`src/logic/icd_pkg.sv`:
```
// package for the instruction condition decoder: field positions, encodings, classes
// assumes one core clock; instruction words and flags come from logic on that clock
// Overview of operation
// RQ1: top four bits are a condition on flags; failing instructions are discarded
// RQ2: supplier never uses condition 1111; it is reserved
// RQ3: 0000 passes when zero set; 0001 passes when zero clear
// RQ4: 0010 passes when carry set; 0011 passes when carry clear
// RQ5: 0100 passes when negative set; 0101 passes when negative clear
// RQ6: 0110 passes when overflow set; 0111 passes when overflow clear
// RQ7: 1000 needs carry set, zero clear; 1001 carry clear or zero set
// RQ8: 1010 passes when negative equals overflow; 1011 when they differ
// RQ9: 1100 zero clear and N equals V; 1101 zero set or N differs V
// RQ10: 1110 always passes whatever the flags
// RQ11: exchange branch loads pc from register and state bit from its bit 0
// RQ12: branch with link copies pc to register 14, then loads target
// RQ13: odd undefined encodings like multiply with bit 6 set are not trapped
// RQ14: add with carry adds carry; add and subtract give sum and difference
// RQ15: subtract with carry is a-b-1+c; reverse forms swap operands
// RQ16: bit clear, and, or, xor, move, move inverted write bitwise results
// RQ17: compare and test forms update flags only, no destination write
// RQ18: multiply accumulate adds third register; multiply writes the product
// RQ19: swap loads destination from base word then stores source there
// RQ20: every word is classified from fixed opcode bits before condition gating
`default_nettype none
package icd_pkg;
	localparam int COND_HI = 31;
	localparam int COND_LO = 28;
	localparam int OPC_HI = 24;
	localparam int OPC_LO = 21;
	localparam int SET_FLAGS_BIT = 20;
	localparam int RN_LO = 16;
	localparam int RD_LO = 12;
	localparam int RS_LO = 8;
	localparam int MUL_BIT6 = 6;
	localparam int ACC_BIT = 21;
	localparam int LINK_BIT = 24;
	localparam int OFFS_HI = 23;
	localparam logic [3:0] LINK_REG = 4'hE;
	localparam logic [3:0] COND_RESERVED = 4'hF;
	localparam logic [31:0] BX_PATTERN = 32'h012FFF10;
	localparam logic [31:0] BX_MASK = 32'h0FFFFFF0;
	localparam logic [31:0] MUL_MASK = 32'h0FC000F0;
	localparam logic [31:0] MUL_PATTERN = 32'h00000090;
	localparam logic [31:0] MULL_MASK = 32'h0F8000F0;
	localparam logic [31:0] MULL_PATTERN = 32'h00800090;
	localparam logic [31:0] SWP_MASK = 32'h0FB00FF0;
	localparam logic [31:0] SWP_PATTERN = 32'h01000090;
	localparam logic [31:0] HW_MASK = 32'h0E000090;
	localparam logic [31:0] HW_PATTERN = 32'h00000090;
	localparam logic [31:0] PC_PREFETCH = 32'h00000008;
	localparam logic [31:0] LINK_ADJUST = 32'h00000004;

	typedef enum logic [3:0] {
		COND_EQUAL, COND_NOT_EQUAL, COND_CARRY_SET, COND_CARRY_CLEAR,
		COND_NEGATIVE, COND_POSITIVE, COND_OVERFLOW_SET, COND_OVERFLOW_CLEAR,
		COND_UNSIGNED_HIGHER, COND_UNSIGNED_LOWER_SAME, COND_SIGNED_GE, COND_SIGNED_LT,
		COND_SIGNED_GT, COND_SIGNED_LE, COND_UNCONDITIONAL, COND_RESERVED_CODE
	} icd_cond_t;

	typedef enum logic [3:0] {
		ALU_AND, ALU_EXCLUSIVE_OR, ALU_SUB, ALU_REVERSE_SUB,
		ALU_ADD, ALU_ADD_CARRY, ALU_SUB_CARRY, ALU_REVERSE_SUB_CARRY,
		ALU_TEST_BITS, ALU_TEST_EQUALITY, ALU_COMPARE, ALU_COMPARE_NEGATED,
		ALU_INCLUSIVE_OR, ALU_MOVE, ALU_BIT_CLEAR, ALU_MOVE_INVERTED
	} icd_alu_t;

	typedef enum logic [3:0] {
		CLS_DATA_PROC, CLS_MULTIPLY, CLS_MULTIPLY_LONG, CLS_SWAP, CLS_BRANCH_EXCHANGE,
		CLS_HALFWORD, CLS_SINGLE_XFER, CLS_UNDEFINED, CLS_BLOCK_XFER, CLS_BRANCH,
		CLS_COPROCESSOR, CLS_SOFTWARE_TRAP
	} icd_class_t;
endpackage : icd_pkg
`default_nettype wire

```
`src/logic/icd_cond_if.sv`:
```
// interface carrying the condition check between decoder top and its evaluator
// assumes both ends on the core clock; purely combinational contents
`timescale 1ns/1ps
`default_nettype none
interface icd_cond_if;
	import icd_pkg::*;
	logic [3:0] cond;
	logic [3:0] flags_nzcv;
	logic       pass;
	modport top  (output cond, output flags_nzcv, input pass);
	modport eval (input cond, input flags_nzcv, output pass);
endinterface : icd_cond_if
`default_nettype wire

```
`src/logic/icd_cond_eval.sv`:
```
// condition evaluator: one instruction condition field against the status flags
// assumes flags arrive as {negative, zero, carry, overflow}
`timescale 1ns/1ps
`default_nettype none
module icd_cond_eval
(
	icd_cond_if.eval cif
);
	import icd_pkg::*;
	logic n_f;
	logic z_f;
	logic c_f;
	logic v_f;
	assign {n_f, z_f, c_f, v_f} = cif.flags_nzcv;

	always_comb
	begin
		unique case (icd_cond_t'(cif.cond))
			COND_EQUAL:               cif.pass = z_f; // RQ3
			COND_NOT_EQUAL:           cif.pass = ~z_f; // RQ3
			COND_CARRY_SET:           cif.pass = c_f; // RQ4
			COND_CARRY_CLEAR:         cif.pass = ~c_f; // RQ4
			COND_NEGATIVE:            cif.pass = n_f; // RQ5
			COND_POSITIVE:            cif.pass = ~n_f; // RQ5
			COND_OVERFLOW_SET:        cif.pass = v_f; // RQ6
			COND_OVERFLOW_CLEAR:      cif.pass = ~v_f; // RQ6
			COND_UNSIGNED_HIGHER:     cif.pass = c_f & ~z_f; // RQ7
			COND_UNSIGNED_LOWER_SAME: cif.pass = ~c_f | z_f; // RQ7
			COND_SIGNED_GE:           cif.pass = (n_f == v_f); // RQ8
			COND_SIGNED_LT:           cif.pass = (n_f != v_f); // RQ8
			COND_SIGNED_GT:           cif.pass = ~z_f & (n_f == v_f); // RQ9
			COND_SIGNED_LE:           cif.pass = z_f | (n_f != v_f); // RQ9
			COND_UNCONDITIONAL:       cif.pass = 1'b1; // RQ10
			// reserved code: the supplier must not send it, so treat as never
			COND_RESERVED_CODE:       cif.pass = 1'b0; // RQ2
		endcase
	end
endmodule // icd_cond_eval
`default_nettype wire

```
`src/logic/icd_decode.sv`:
```
// instruction condition decoder top: classify, gate on condition, compute result
// assumes instruction, operands and flags from fetch/register read on the same clock
// results appear one clock after instr_valid_i, all outputs registered
`timescale 1ns/1ps
`default_nettype none
module icd_decode
(
	input  wire logic        clk_i,
	input  wire logic        rst_b_i,
	input  wire logic        instr_valid_i,
	input  wire logic [31:0] instr_i,
	input  wire logic [31:0] pc_i,
	input  wire logic [3:0]  program_status_flags_i,
	input  wire logic [31:0] first_operand_reg_i,
	input  wire logic [31:0] second_operand_i,
	input  wire logic [31:0] third_operand_i,
	input  wire logic [31:0] mem_read_data_i,
	output logic             done_o,
	output logic             executed_o,
	output icd_pkg::icd_class_t instr_class_o,
	output logic             reg_write_o,
	output logic [3:0]       reg_write_addr_o,
	output logic [31:0]      reg_write_data_o,
	output logic             flags_write_o,
	output logic [3:0]       flags_o,
	output logic             pc_write_o,
	output logic [31:0]      pc_write_data_o,
	output logic             state_bit_write_o,
	output logic             state_bit_o,
	output logic             mem_read_o,
	output logic             mem_write_o,
	output logic [31:0]      mem_addr_o,
	output logic [31:0]      mem_write_data_o,
	output logic             undefined_trap_o
);
	import icd_pkg::*;

	logic rst_sync1_r;
	logic rst_sync2_r;
	logic rst_b;

	// reset asserts at once but leaves on an edge, so no flop sees a half-released reset
	always_ff @(posedge clk_i or negedge rst_b_i)
	begin
		if (!rst_b_i)
		begin
			rst_sync1_r <= 1'b0;
			rst_sync2_r <= 1'b0;
		end
		else
		begin
			rst_sync1_r <= 1'b1;
			rst_sync2_r <= rst_sync1_r;
		end
	end
	assign rst_b = rst_sync2_r;

	icd_cond_if cif ();
	icd_cond_eval u_eval (.cif(cif));
	assign cif.cond = instr_i[COND_HI:COND_LO];
	assign cif.flags_nzcv = program_status_flags_i;

	logic n_f;
	logic z_f;
	logic c_f;
	logic v_f;
	assign {n_f, z_f, c_f, v_f} = program_status_flags_i;

	// classification uses fixed bits only, independent of the condition
	icd_class_t cls;
	always_comb
	begin
		cls = CLS_UNDEFINED;
		if (instr_i[27:24] == 4'hF)
			cls = CLS_SOFTWARE_TRAP; // RQ20
		else if (instr_i[27:26] == 2'b11)
			cls = CLS_COPROCESSOR; // RQ20
		else if (instr_i[27:25] == 3'b101)
			cls = CLS_BRANCH; // RQ20
		else if (instr_i[27:25] == 3'b100)
			cls = CLS_BLOCK_XFER; // RQ20
		else if (instr_i[27:25] == 3'b011 && instr_i[4])
			cls = CLS_UNDEFINED; // RQ20
		else if (instr_i[27:26] == 2'b01)
			cls = CLS_SINGLE_XFER; // RQ20
		else if ((instr_i & BX_MASK) == BX_PATTERN)
			cls = CLS_BRANCH_EXCHANGE; // RQ20
		// bit 6 is excluded from the mask so a set bit 6 still decodes as multiply
		else if ((instr_i & MUL_MASK & ~(32'h1 << MUL_BIT6)) == MUL_PATTERN)
			cls = CLS_MULTIPLY; // RQ13
		else if ((instr_i & MULL_MASK) == MULL_PATTERN)
			cls = CLS_MULTIPLY_LONG; // RQ20
		else if ((instr_i & SWP_MASK) == SWP_PATTERN)
			cls = CLS_SWAP; // RQ20
		else if ((instr_i & HW_MASK) == HW_PATTERN)
			cls = CLS_HALFWORD; // RQ20
		else
			cls = CLS_DATA_PROC; // RQ20
	end

	// ALU: 33-bit sums give the carry out of bit 31
	icd_alu_t   alu_op;
	logic [32:0] alu_sum;
	logic [31:0] alu_res;
	logic        alu_arith;
	logic        alu_sub;
	logic        alu_test;
	logic [31:0] opa;
	logic [31:0] opb;
	assign alu_op = icd_alu_t'(instr_i[OPC_HI:OPC_LO]);
	assign opa = first_operand_reg_i;
	assign opb = second_operand_i;

	always_comb
	begin
		alu_sum = 33'h0;
		alu_res = 32'h0;
		alu_arith = 1'b0;
		alu_sub = 1'b0;
		alu_test = 1'b0;
		unique case (alu_op)
			ALU_AND:            alu_res = opa & opb; // RQ16
			ALU_EXCLUSIVE_OR:   alu_res = opa ^ opb; // RQ16
			ALU_SUB:
			begin
				alu_sum = {1'b0, opa} + {1'b0, ~opb} + 33'h1; // RQ14
				alu_arith = 1'b1;
				alu_sub = 1'b1;
			end
			ALU_REVERSE_SUB:
			begin
				alu_sum = {1'b0, opb} + {1'b0, ~opa} + 33'h1; // RQ15
				alu_arith = 1'b1;
				alu_sub = 1'b1;
			end
			ALU_ADD:
			begin
				alu_sum = {1'b0, opa} + {1'b0, opb}; // RQ14
				alu_arith = 1'b1;
			end
			ALU_ADD_CARRY:
			begin
				alu_sum = {1'b0, opa} + {1'b0, opb} + {32'h0, c_f}; // RQ14
				alu_arith = 1'b1;
			end
			ALU_SUB_CARRY:
			begin
				// a - b - 1 + c equals a + ~b + c
				alu_sum = {1'b0, opa} + {1'b0, ~opb} + {32'h0, c_f}; // RQ15
				alu_arith = 1'b1;
				alu_sub = 1'b1;
			end
			ALU_REVERSE_SUB_CARRY:
			begin
				alu_sum = {1'b0, opb} + {1'b0, ~opa} + {32'h0, c_f}; // RQ15
				alu_arith = 1'b1;
				alu_sub = 1'b1;
			end
			ALU_TEST_BITS:
			begin
				alu_res = opa & opb; // RQ17
				alu_test = 1'b1;
			end
			ALU_TEST_EQUALITY:
			begin
				alu_res = opa ^ opb; // RQ17
				alu_test = 1'b1;
			end
			ALU_COMPARE:
			begin
				alu_sum = {1'b0, opa} + {1'b0, ~opb} + 33'h1; // RQ17
				alu_arith = 1'b1;
				alu_sub = 1'b1;
				alu_test = 1'b1;
			end
			ALU_COMPARE_NEGATED:
			begin
				alu_sum = {1'b0, opa} + {1'b0, opb}; // RQ17
				alu_arith = 1'b1;
				alu_test = 1'b1;
			end
			ALU_INCLUSIVE_OR:   alu_res = opa | opb; // RQ16
			ALU_MOVE:           alu_res = opb; // RQ16
			ALU_BIT_CLEAR:      alu_res = opa & ~opb; // RQ16
			ALU_MOVE_INVERTED:  alu_res = ~opb; // RQ16
		endcase
		if (alu_arith)
			alu_res = alu_sum[31:0];
	end

	// flags: arithmetic sets V from sign overflow, logical keeps V and C
	// no shifter sits in front of this block, so logical ops have no carry of their own
	logic [3:0]  alu_flags;
	logic        ovf;
	logic [31:0] eff_b;
	always_comb
	begin
		eff_b = alu_sub ? ~opb : opb;
		if (alu_op == ALU_REVERSE_SUB || alu_op == ALU_REVERSE_SUB_CARRY)
			ovf = (opb[31] == ~opa[31]) && (alu_res[31] != opb[31]);
		else
			ovf = (opa[31] == eff_b[31]) && (alu_res[31] != opa[31]);
		if (alu_arith)
			alu_flags = {alu_res[31], alu_res == 32'h0, alu_sum[32], ovf};
		else
			alu_flags = {alu_res[31], alu_res == 32'h0, c_f, v_f};
	end

	// only the low word of a product is kept; long multiply is classified, not executed
	logic [31:0] product;
	logic [31:0] mul_res;
	assign product = opa * opb;
	// for multiply: opa is Rm, opb is Rs, third is accumulator
	assign mul_res = instr_i[ACC_BIT] ? product + third_operand_i : product; // RQ18

	// offset counts words from the prefetch address, eight bytes past the instruction
	logic [31:0] branch_target;
	assign branch_target = pc_i + PC_PREFETCH
		+ {{6{instr_i[OFFS_HI]}}, instr_i[OFFS_HI:0], 2'b00};

	// a failed condition still reports done so the fetch side can count every word
	logic go;
	assign go = instr_valid_i & cif.pass; // RQ1

	always_ff @(posedge clk_i or negedge rst_b)
	begin
		if (!rst_b)
		begin
			done_o <= 1'b0;
			executed_o <= 1'b0;
			instr_class_o <= CLS_DATA_PROC;
			undefined_trap_o <= 1'b0;
		end
		else
		begin
			done_o <= instr_valid_i;
			executed_o <= go; // RQ1
			instr_class_o <= cls; // RQ20
			undefined_trap_o <= go && cls == CLS_UNDEFINED; // RQ13
		end
	end

	always_ff @(posedge clk_i or negedge rst_b)
	begin
		if (!rst_b)
		begin
			reg_write_o <= 1'b0;
			reg_write_addr_o <= 4'h0;
			reg_write_data_o <= 32'h0;
			flags_write_o <= 1'b0;
			flags_o <= 4'h0;
		end
		else
		begin
			reg_write_o <= 1'b0;
			flags_write_o <= 1'b0;
			if (go)
			begin
				unique case (cls)
					CLS_DATA_PROC:
					begin
						reg_write_o <= ~alu_test; // RQ17
						reg_write_addr_o <= instr_i[RD_LO +: 4];
						reg_write_data_o <= alu_res; // RQ14
						flags_write_o <= instr_i[SET_FLAGS_BIT] | alu_test; // RQ17
						flags_o <= alu_flags;
					end
					CLS_MULTIPLY:
					begin
						reg_write_o <= 1'b1; // RQ18
						reg_write_addr_o <= instr_i[RN_LO +: 4];
						reg_write_data_o <= mul_res; // RQ18
						flags_write_o <= instr_i[SET_FLAGS_BIT];
						flags_o <= {mul_res[31], mul_res == 32'h0, c_f, v_f};
					end
					CLS_SWAP:
					begin
						reg_write_o <= 1'b1; // RQ19
						reg_write_addr_o <= instr_i[RD_LO +: 4];
						reg_write_data_o <= mem_read_data_i; // RQ19
					end
					CLS_BRANCH:
					begin
						reg_write_o <= instr_i[LINK_BIT]; // RQ12
						reg_write_addr_o <= LINK_REG; // RQ12
						reg_write_data_o <= (pc_i + LINK_ADJUST) & ~32'h3; // RQ12
					end
					default:
					begin
						reg_write_o <= 1'b0;
					end
				endcase
			end
		end
	end

	// control flow and memory side effects
	// address and store data hold after the strobe for a memory that latches late
	always_ff @(posedge clk_i or negedge rst_b)
	begin
		if (!rst_b)
		begin
			pc_write_o <= 1'b0;
			pc_write_data_o <= 32'h0;
			state_bit_write_o <= 1'b0;
			state_bit_o <= 1'b0;
			mem_read_o <= 1'b0;
			mem_write_o <= 1'b0;
			mem_addr_o <= 32'h0;
			mem_write_data_o <= 32'h0;
		end
		else
		begin
			pc_write_o <= 1'b0;
			state_bit_write_o <= 1'b0;
			mem_read_o <= 1'b0;
			mem_write_o <= 1'b0;
			if (go && cls == CLS_BRANCH_EXCHANGE)
			begin
				pc_write_o <= 1'b1; // RQ11
				pc_write_data_o <= first_operand_reg_i; // RQ11
				state_bit_write_o <= 1'b1; // RQ11
				state_bit_o <= first_operand_reg_i[0]; // RQ11
			end
			else if (go && cls == CLS_BRANCH)
			begin
				pc_write_o <= 1'b1; // RQ12
				pc_write_data_o <= branch_target;
			end
			// swap: read data is sampled with the same word; store of source follows
			if (go && cls == CLS_SWAP)
			begin
				mem_read_o <= 1'b1; // RQ19
				mem_write_o <= 1'b1; // RQ19
				mem_addr_o <= first_operand_reg_i; // RQ19
				mem_write_data_o <= second_operand_i; // RQ19
			end
		end
	end
endmodule // icd_decode
`default_nettype wire

```
`config.mk`:
```
export PLATFORM = sky130hd
export DESIGN_NAME = icd_decode
export DESIGN_NICKNAME = d
export VERILOG_FILES = /design/src/logic/icd_pkg.sv /design/src/logic/icd_cond_if.sv /design/src/logic/icd_cond_eval.sv /design/src/logic/icd_decode.sv
export SDC_FILE = /design/constraint.sdc
export NUM_CORES = 2
export LEC_CHECK = 0
export BUFFER_PORTS_ARGS = -buffer_cell sky130_fd_sc_hd__buf_2
export CORE_UTILIZATION = 35
export DETAILED_ROUTE_END_ITERATION = 10
export GPL_TIMING_DRIVEN = 1
export PLACE_DENSITY = 0.5
export SYNTH_ARGS = -nofsm -noshare
export SYNTH_HDL_FRONTEND = slang
export SYNTH_SLANG_ARGS = --single-unit
```
`constraint.sdc`:
```
create_clock -name clk_i -period 5.8 [get_ports clk_i]
set_clock_uncertainty 0.2 [all_clocks]
set_input_delay 0.58 -clock clk_i [delete_from_list [all_inputs] [get_ports clk_i]]
set_output_delay 0.58 -clock clk_i [all_outputs]
set_load 0.005 [all_outputs]
```
Word level (Yosys, flattened, before mapping)

Index checks and enable logic that the tools add are counted.

$add $sub $neg: 12
$mul: 1
Equality and inequality tests: 52
Multiplexer cells: 35
Bitwise logic cells: 18
Reduce and logical (&&, ||, !) cells: 29

Operators by type and width:

| kind                    | number |
|---|---|
| $pmux W33 S6            | 1 |
| $pmux W32 S6            | 1 |
| $mux W32                | 5 |
| $pmux W32 S4            | 1 |
| $add A32 B32 Y33        | 3 |
| $add A33 B1 Y33         | 3 |
| $eq A4 B4 Y1 const B    | 18 |
| $add A33 B1 Y33 const B | 2 |
| $add A32 B32 Y32        | 2 |
| $and A32 B32 Y32        | 2 |
| $logic_not A32 Y1       | 2 |
| $not A32 Y32            | 2 |
| $eq A4 B3 Y1 const B    | 10 |
| $add A32 B3 Y32 const B | 1 |
| $add A32 B4 Y32 const B | 1 |
| $mul A32 B32 Y32        | 1 |
| $or A32 B32 Y32         | 1 |
| $xor A32 B32 Y32        | 1 |
| $eq A24 B21 Y1 const B  | 1 |
| $mux W3                 | 7 |
| $eq A4 B2 Y1 const B    | 5 |
| $mux W4                 | 4 |
| $pmux W1 S16            | 1 |
| $eq A15 B12 Y1 const B  | 1 |
| 30 further kinds        | 71 |

Register bits: 151
Bits of input ports: 199
Output and inout bits: 150
Logic and storage cells: 165

Longest topological paths before layout

Depth in word-level cells: 16
Mapped depth: 40

Cells and area by module

Synthesis repeated with hierarchy kept, for this count alone.

Cells, all modules: 4655
Area total of the unflattened synthesis: 37020.5 µm²

By module, submodules not included:

| module        | times used | cells each | area each (µm²) |
|---|---|---|---|
| icd_decode    | 1          | 4632       | 36865.4 |
| icd_cond_eval | 1          | 23         | 155.1 |

Worst setup path before layout

OpenSTA, ideal clock, no wires.

Kind: input port to flip-flop
Start point: input port first_operand_reg_i[6]
End point: register flags_o[2]
Setup time: 69 ps
Arrival time: 9599 ps
Required time: 5531 ps
Slack: -4069 ps
Cell stages on the path: 38
Path through: clkbuf_1 clkinv_1 nor2_1 fa_1 inv_1 fa_1 fa_1 inv_1 fa_1 ha_1 ha_1 inv_1 fa_1 inv_1 fa_1 ha_1 or3_1 o2111ai_1 [... 2 more ...] a21oi_1 xnor2_1 ha_1 clkbuf_1 a21oi_1 o21ai_0 a21oi_1 o21ai_0 a31o_2 a21oi_1 xnor2_1 mux2_2 or4_1 nor4_1 or4b_1 nor4b_1 or4bb_2 nand3_1

Longest elaborated chain between the ends: 7
Elaborated cells on any way between the ends: 22

Ends and longest elaborated chain:

| item                                                                     | RTL line          | text |
|---|---|---|
| from (decl)                                                              | icd_decode.sv:14  | `input wire logic [31:0] first_operand_reg_i,` |
| parallel branches: the longest is 6 deep, another holds $mul A32 B32 Y32 | --                |  |
| $pmux W4 S2 *                                                            | icd_decode.sv:259 | `unique case (cls)` |
| to (signal assigned)                                                     | icd_decode.sv:266 | `flags_o <= alu_flags;` |
| to (signal assigned)                                                     | icd_decode.sv:274 | `flags_o <= {mul_res[31], mul_res == 32'h0, c_f, v_f};` |
| to (decl)                                                                | icd_decode.sv:25  | `output logic [3:0] flags_o,` |

Mark *: on every way between the ends.
A chain may end at the register's enable or synchronous reset.

Worst setup path after layout

Start point: input port first_operand_reg_i[8]
End point: register flags_o[2]

Same word-level chain as after synthesis.

==> flow_summary_export.csv <==
group,metric,value,unit
run_status,outcome,"finished, violations left",
run_status,violations,"DRC, setup timing",
sta,rsz0062_at_grt,"true",
die,initial_utilization,0.354,
route,wire_per_inst,26.6,um
route,dr.pass1.iters,9,
worst_setup_path,rrSetupSlack,4340,ps
worst_setup_path,critPathMaxFanout,7,
clock_tree,clk_latency,520,ps
clock_tree,clk_path_buf_depth,2,
die,die-area,108000,um^2
global_route,grt_pass1_vias,41800,
route,ant_nets,0,
route,vias_per_cell,5.59,
synth,avgSynthCellArea,7.89,um^2
clock_tree,cts_inserted_buffers,17,
worst_setup_path,cp.arrival,9530,ps
synth,ys_types,122,
global_route,gr-usage-all-layers,0.362,
synth,ys.flop_type,"dfrtp_1",
die,ios,349,
finish,fill_cells,10400,
sta,max_freq,108,MHz
clock_tree,root_buffer,"clkbuf_16",
clock_tree,cts_num_sinks,151,
synth,yosys.area.top_type,"fa_1",
die,row_count,119,
clock_tree,clkSlewWorstSetupHoldPaths,80,ps
global_route,antenna_found_initial,8,
finish,drive_gt1_frac,0.325,
sta,slew_viol_final,0,
clock_tree,h-tree-depth,4,
clock_tree,cts_tree,"done",
worst_setup_path,cp-end-kind,"register",
finish,synthToLayoutAreaGrowth,38.6,%
flow_run,cap_violations,0,
finish,nets,6931,
die,die_h,329,um
sta,maxSlewHeadroom,0.189,
route,num_vias,41300,
worst_setup_path,crit_path_max_incr_delay,570,ps
worst_setup_path,r2r_start,"rst_b",
sta,tightest_slew,1190,ps
worst_setup_path,reg2regPathDepth,1,
die,die_w,329,um
placed_design,io_buffers,348,
finish,seqCellArea,3780,um^2
finish,post-route-util,0.490,
synth,ys_async_sr_fraction,1.00,
worst_setup_path,cp-start-kind,"input pin",
placed_design,dp_hpwl,164,mm
die,core-area,106000,um^2
synth,synth-edff-count,0,
synth,syn_nets,5693,
synth,synth_top_cell_area_share,0.221,
sta,finalHoldViolCount,0,
worst_hold_path,hold_path.class,"reg -> async",
synth,syn_area,37300,um^2
global_route,grt_pass1_wl,284,mm
synth,synth-seq-area-share,0.101,
synth,postSynthCellCount,4736,
worst_setup_path,cpMostUsedCell,"fa_1",
synth,synth_seq_cells,151,
worst_setup_path,critPathRequiredTime,6060,ps
route,drc,30,
worst_setup_path,endpoint,"flags_o[2]",
sta,layout_min_cycle_time,9270,ps
global_route,overflow,0,
worst_setup_path,crit_slowest_cell,"fa_1",
synth,synth_top_cells_by_area,"fa_1, ha_1, dfrtp_1, nand2_1, inv_1",
sta,fin_ws,-3470,ps
worst_setup_path,critical_path_class,"in -> reg",
route,wl,197,mm
finish,multi_input_area,32600,um^2
sta,setup_violations,26,
sta,post-route-period-util,1.60,
placed_design,place_congestion,1.02,
synth,ys_warn_count,0,
worst_setup_path,timing.rr.end,"reg_write_data_o[7]",
worst_setup_path,crit_path_start,"first_operand_reg_i[8]",
route,drt_iter0_markers,3914,
global_route,grt_max_degree,129,
-- how the worst min path moves through the flow --
stage | start | depth (start not counted) | slack (ps) | endpoint
global placement | rst_b | 0 | -3 | pc_write_data_o[18]
CTS | rst_b | 0 | 4 | pc_write_data_o[18]
floorplan | rst_b_i | 0 | 80 | rst_b
detailed placement | rst_b | 0 | 0.4 | pc_write_data_o[18]
finish | rst_b | 0 | 0.4 | pc_write_data_o[18]
global route | rst_b | 0 | 10 | pc_write_data_o[18]
-- layout make-up --
cell class | count | area share
antenna | 2 | 0.0000967
clock buffer | 17 | 0.00822
clock inverter | 15 | 0.00312
inverter | 545 | 0.0420
multi-input combinational | 3773 | 0.629
sequential | 151 | 0.0731
tap | 1391 | 0.0336
timing repair buffer | 1484 | 0.210
timing repair inverter | 2 | 0.000266
-- cell usage in the layout (no fill, tap or decap), types with 27 or more instances in the layout --
| cell type | synthesis | layout |
|---|---|---|
| a211oi_1 | 45 | 37 |
| a21o_1 | 47 | 46 |
| a21oi_1 | 215 | 169 |
| a21oi_2 | 0 | 38 |
| a221oi_1 | 44 | 27 |
| a22oi_1 | 40 | 39 |
| a31oi_1 | 49 | 45 |
| buf_2 | 11 | 329 |
| buf_4 | 5 | 1062 |
| buf_6 | 6 | 61 |
| dfrtp_1 | 151 | 150 |
| fa_1 | 413 | 397 |
| ha_1 | 345 | 287 |
| ha_4 | 0 | 45 |
| inv_1 | 516 | 491 |
| mux2i_1 | 36 | 36 |
| nand2_1 | 569 | 562 |
| nand2b_1 | 33 | 33 |
| nand3_1 | 85 | 83 |
| nand4_1 | 48 | 48 |
| nor2_1 | 502 | 458 |
| nor2_2 | 1 | 29 |
| nor2b_1 | 43 | 42 |
| nor3_1 | 82 | 75 |
| nor4_1 | 38 | 32 |
| o211ai_1 | 40 | 40 |
| o21a_1 | 33 | 32 |
| o21ai_0 | 301 | 270 |
| o31ai_1 | 36 | 31 |
| xnor2_1 | 193 | 178 |
| xor2_1 | 69 | 58 |
-- worst max-delay path, delay by kind of cell --
kind	cells	cell delay, ps
AO/OA/AOI/OAI	4	670
XOR/XNOR	2	440
adder cells (fa/ha/maj)	11	4520
buffers and inverters	6	600
multiplexers	1	220
AND/OR/NAND/NOR	10	2470
-- per-stage QoR --
| stage | worst slack (ps) | std cells | hold slack (ps) | cell area [um^2] | setup TNS (ps) |
|---|---|---|---|---|---|
| after floorplan | -3370 | 4736 | 84.4 | 37900 | -49600 |
| after global placement | -4560 | 7268 | -2.95 | 48100 | -85180 |
| after detailed placement | -4570 | 7268 | 0.382 | 48100 | -85610 |
| after CTS | -3360 | 7365 | 4.19 | 50900 | -54340 |
| after global routing | -3770 | 7379 | 11.0 | 51800 | -62420 |
| final | -3470 | 7380 | 0.394 | 51800 | -55490 |
-- Yosys cell counts, types with 20 or more instances --
cell and number:
o221ai_1 20, nor3_1 82, nand2_1 569, clkbuf_1 195, o211ai_1 40, o21bai_1 20, o21a_1 33, nand2b_1 33
nand3_1 85, nor2_1 502, fa_1 413, buf_1 32, clkinv_1 24, o21ai_0 301, a221oi_1 44, a21o_1 47
ha_1 345, xnor2_1 193, mux2i_1 36, nand4_1 48, a22oi_1 40, o31ai_1 36, a211oi_1 45, or3_1 20
xor2_1 69, nor4_1 38, dfrtp_1 151, nor2b_1 43, a21oi_1 215, inv_1 516, and3_1 22, a2111oi_0 33
a31oi_1 49
-- logic make-up (layout without fill, tap and decap cells) --
logic type                 count (synthesis)  in the layout  synth area share
buffers and inverters                    812           2063            0.0881
other                                      1              3          0.000100
xor gates and xnor gates                 266            266            0.0635
adders and majority gates                758            758             0.337
DFF                                      151            151             0.101
muxes                                     56             56            0.0160
AOI/OAI and AO/OA                       1109           1109             0.199
and+or+nand+nor                         1583           1583             0.195
-- metal layers --
layer | track usage | vias to the layer above | part of all wire
met5 | 0 | - | 0.00013
met4 | 0.189 | 4 | 0.057
met3 | 0.0578 | 357 | 0.077
met2 | 0.555 | 1839 | 0.44
met1 | 0.489 | 20400 | 0.43
li1 | - | 18600 | -
-- flip-flops by register name, indices dropped and copies added, names as in the netlist --
signal	flops
done_o	1
executed_o	1
flags_o	4
flags_write_o	1
instr_class_o	4
mem_addr_o	32
mem_write_data_o	32
mem_write_o	1
pc_write_data_o	32
pc_write_o	1
reg_write_addr_o	4
reg_write_data_o	32
reg_write_o	1
rst_b	1
rst_sync1_r	1
state_bit_o	1
state_bit_write_o	1
undefined_trap_o	1
-- repair_timing --
item                                   in CTS  in global routing
endpoints found under the hold margin       2                  0
cloned                                      2                  0
buffers inserted                           65                 34
resized for setup                         334                172
hold buffers                                1                  0
setup endpoints to repair                  30                 31
pin swaps                                 107                 88
Power is left out: the tool's default activity adds up to more than one toggle a clock period on the data nets, which glitch-free logic cannot reach.
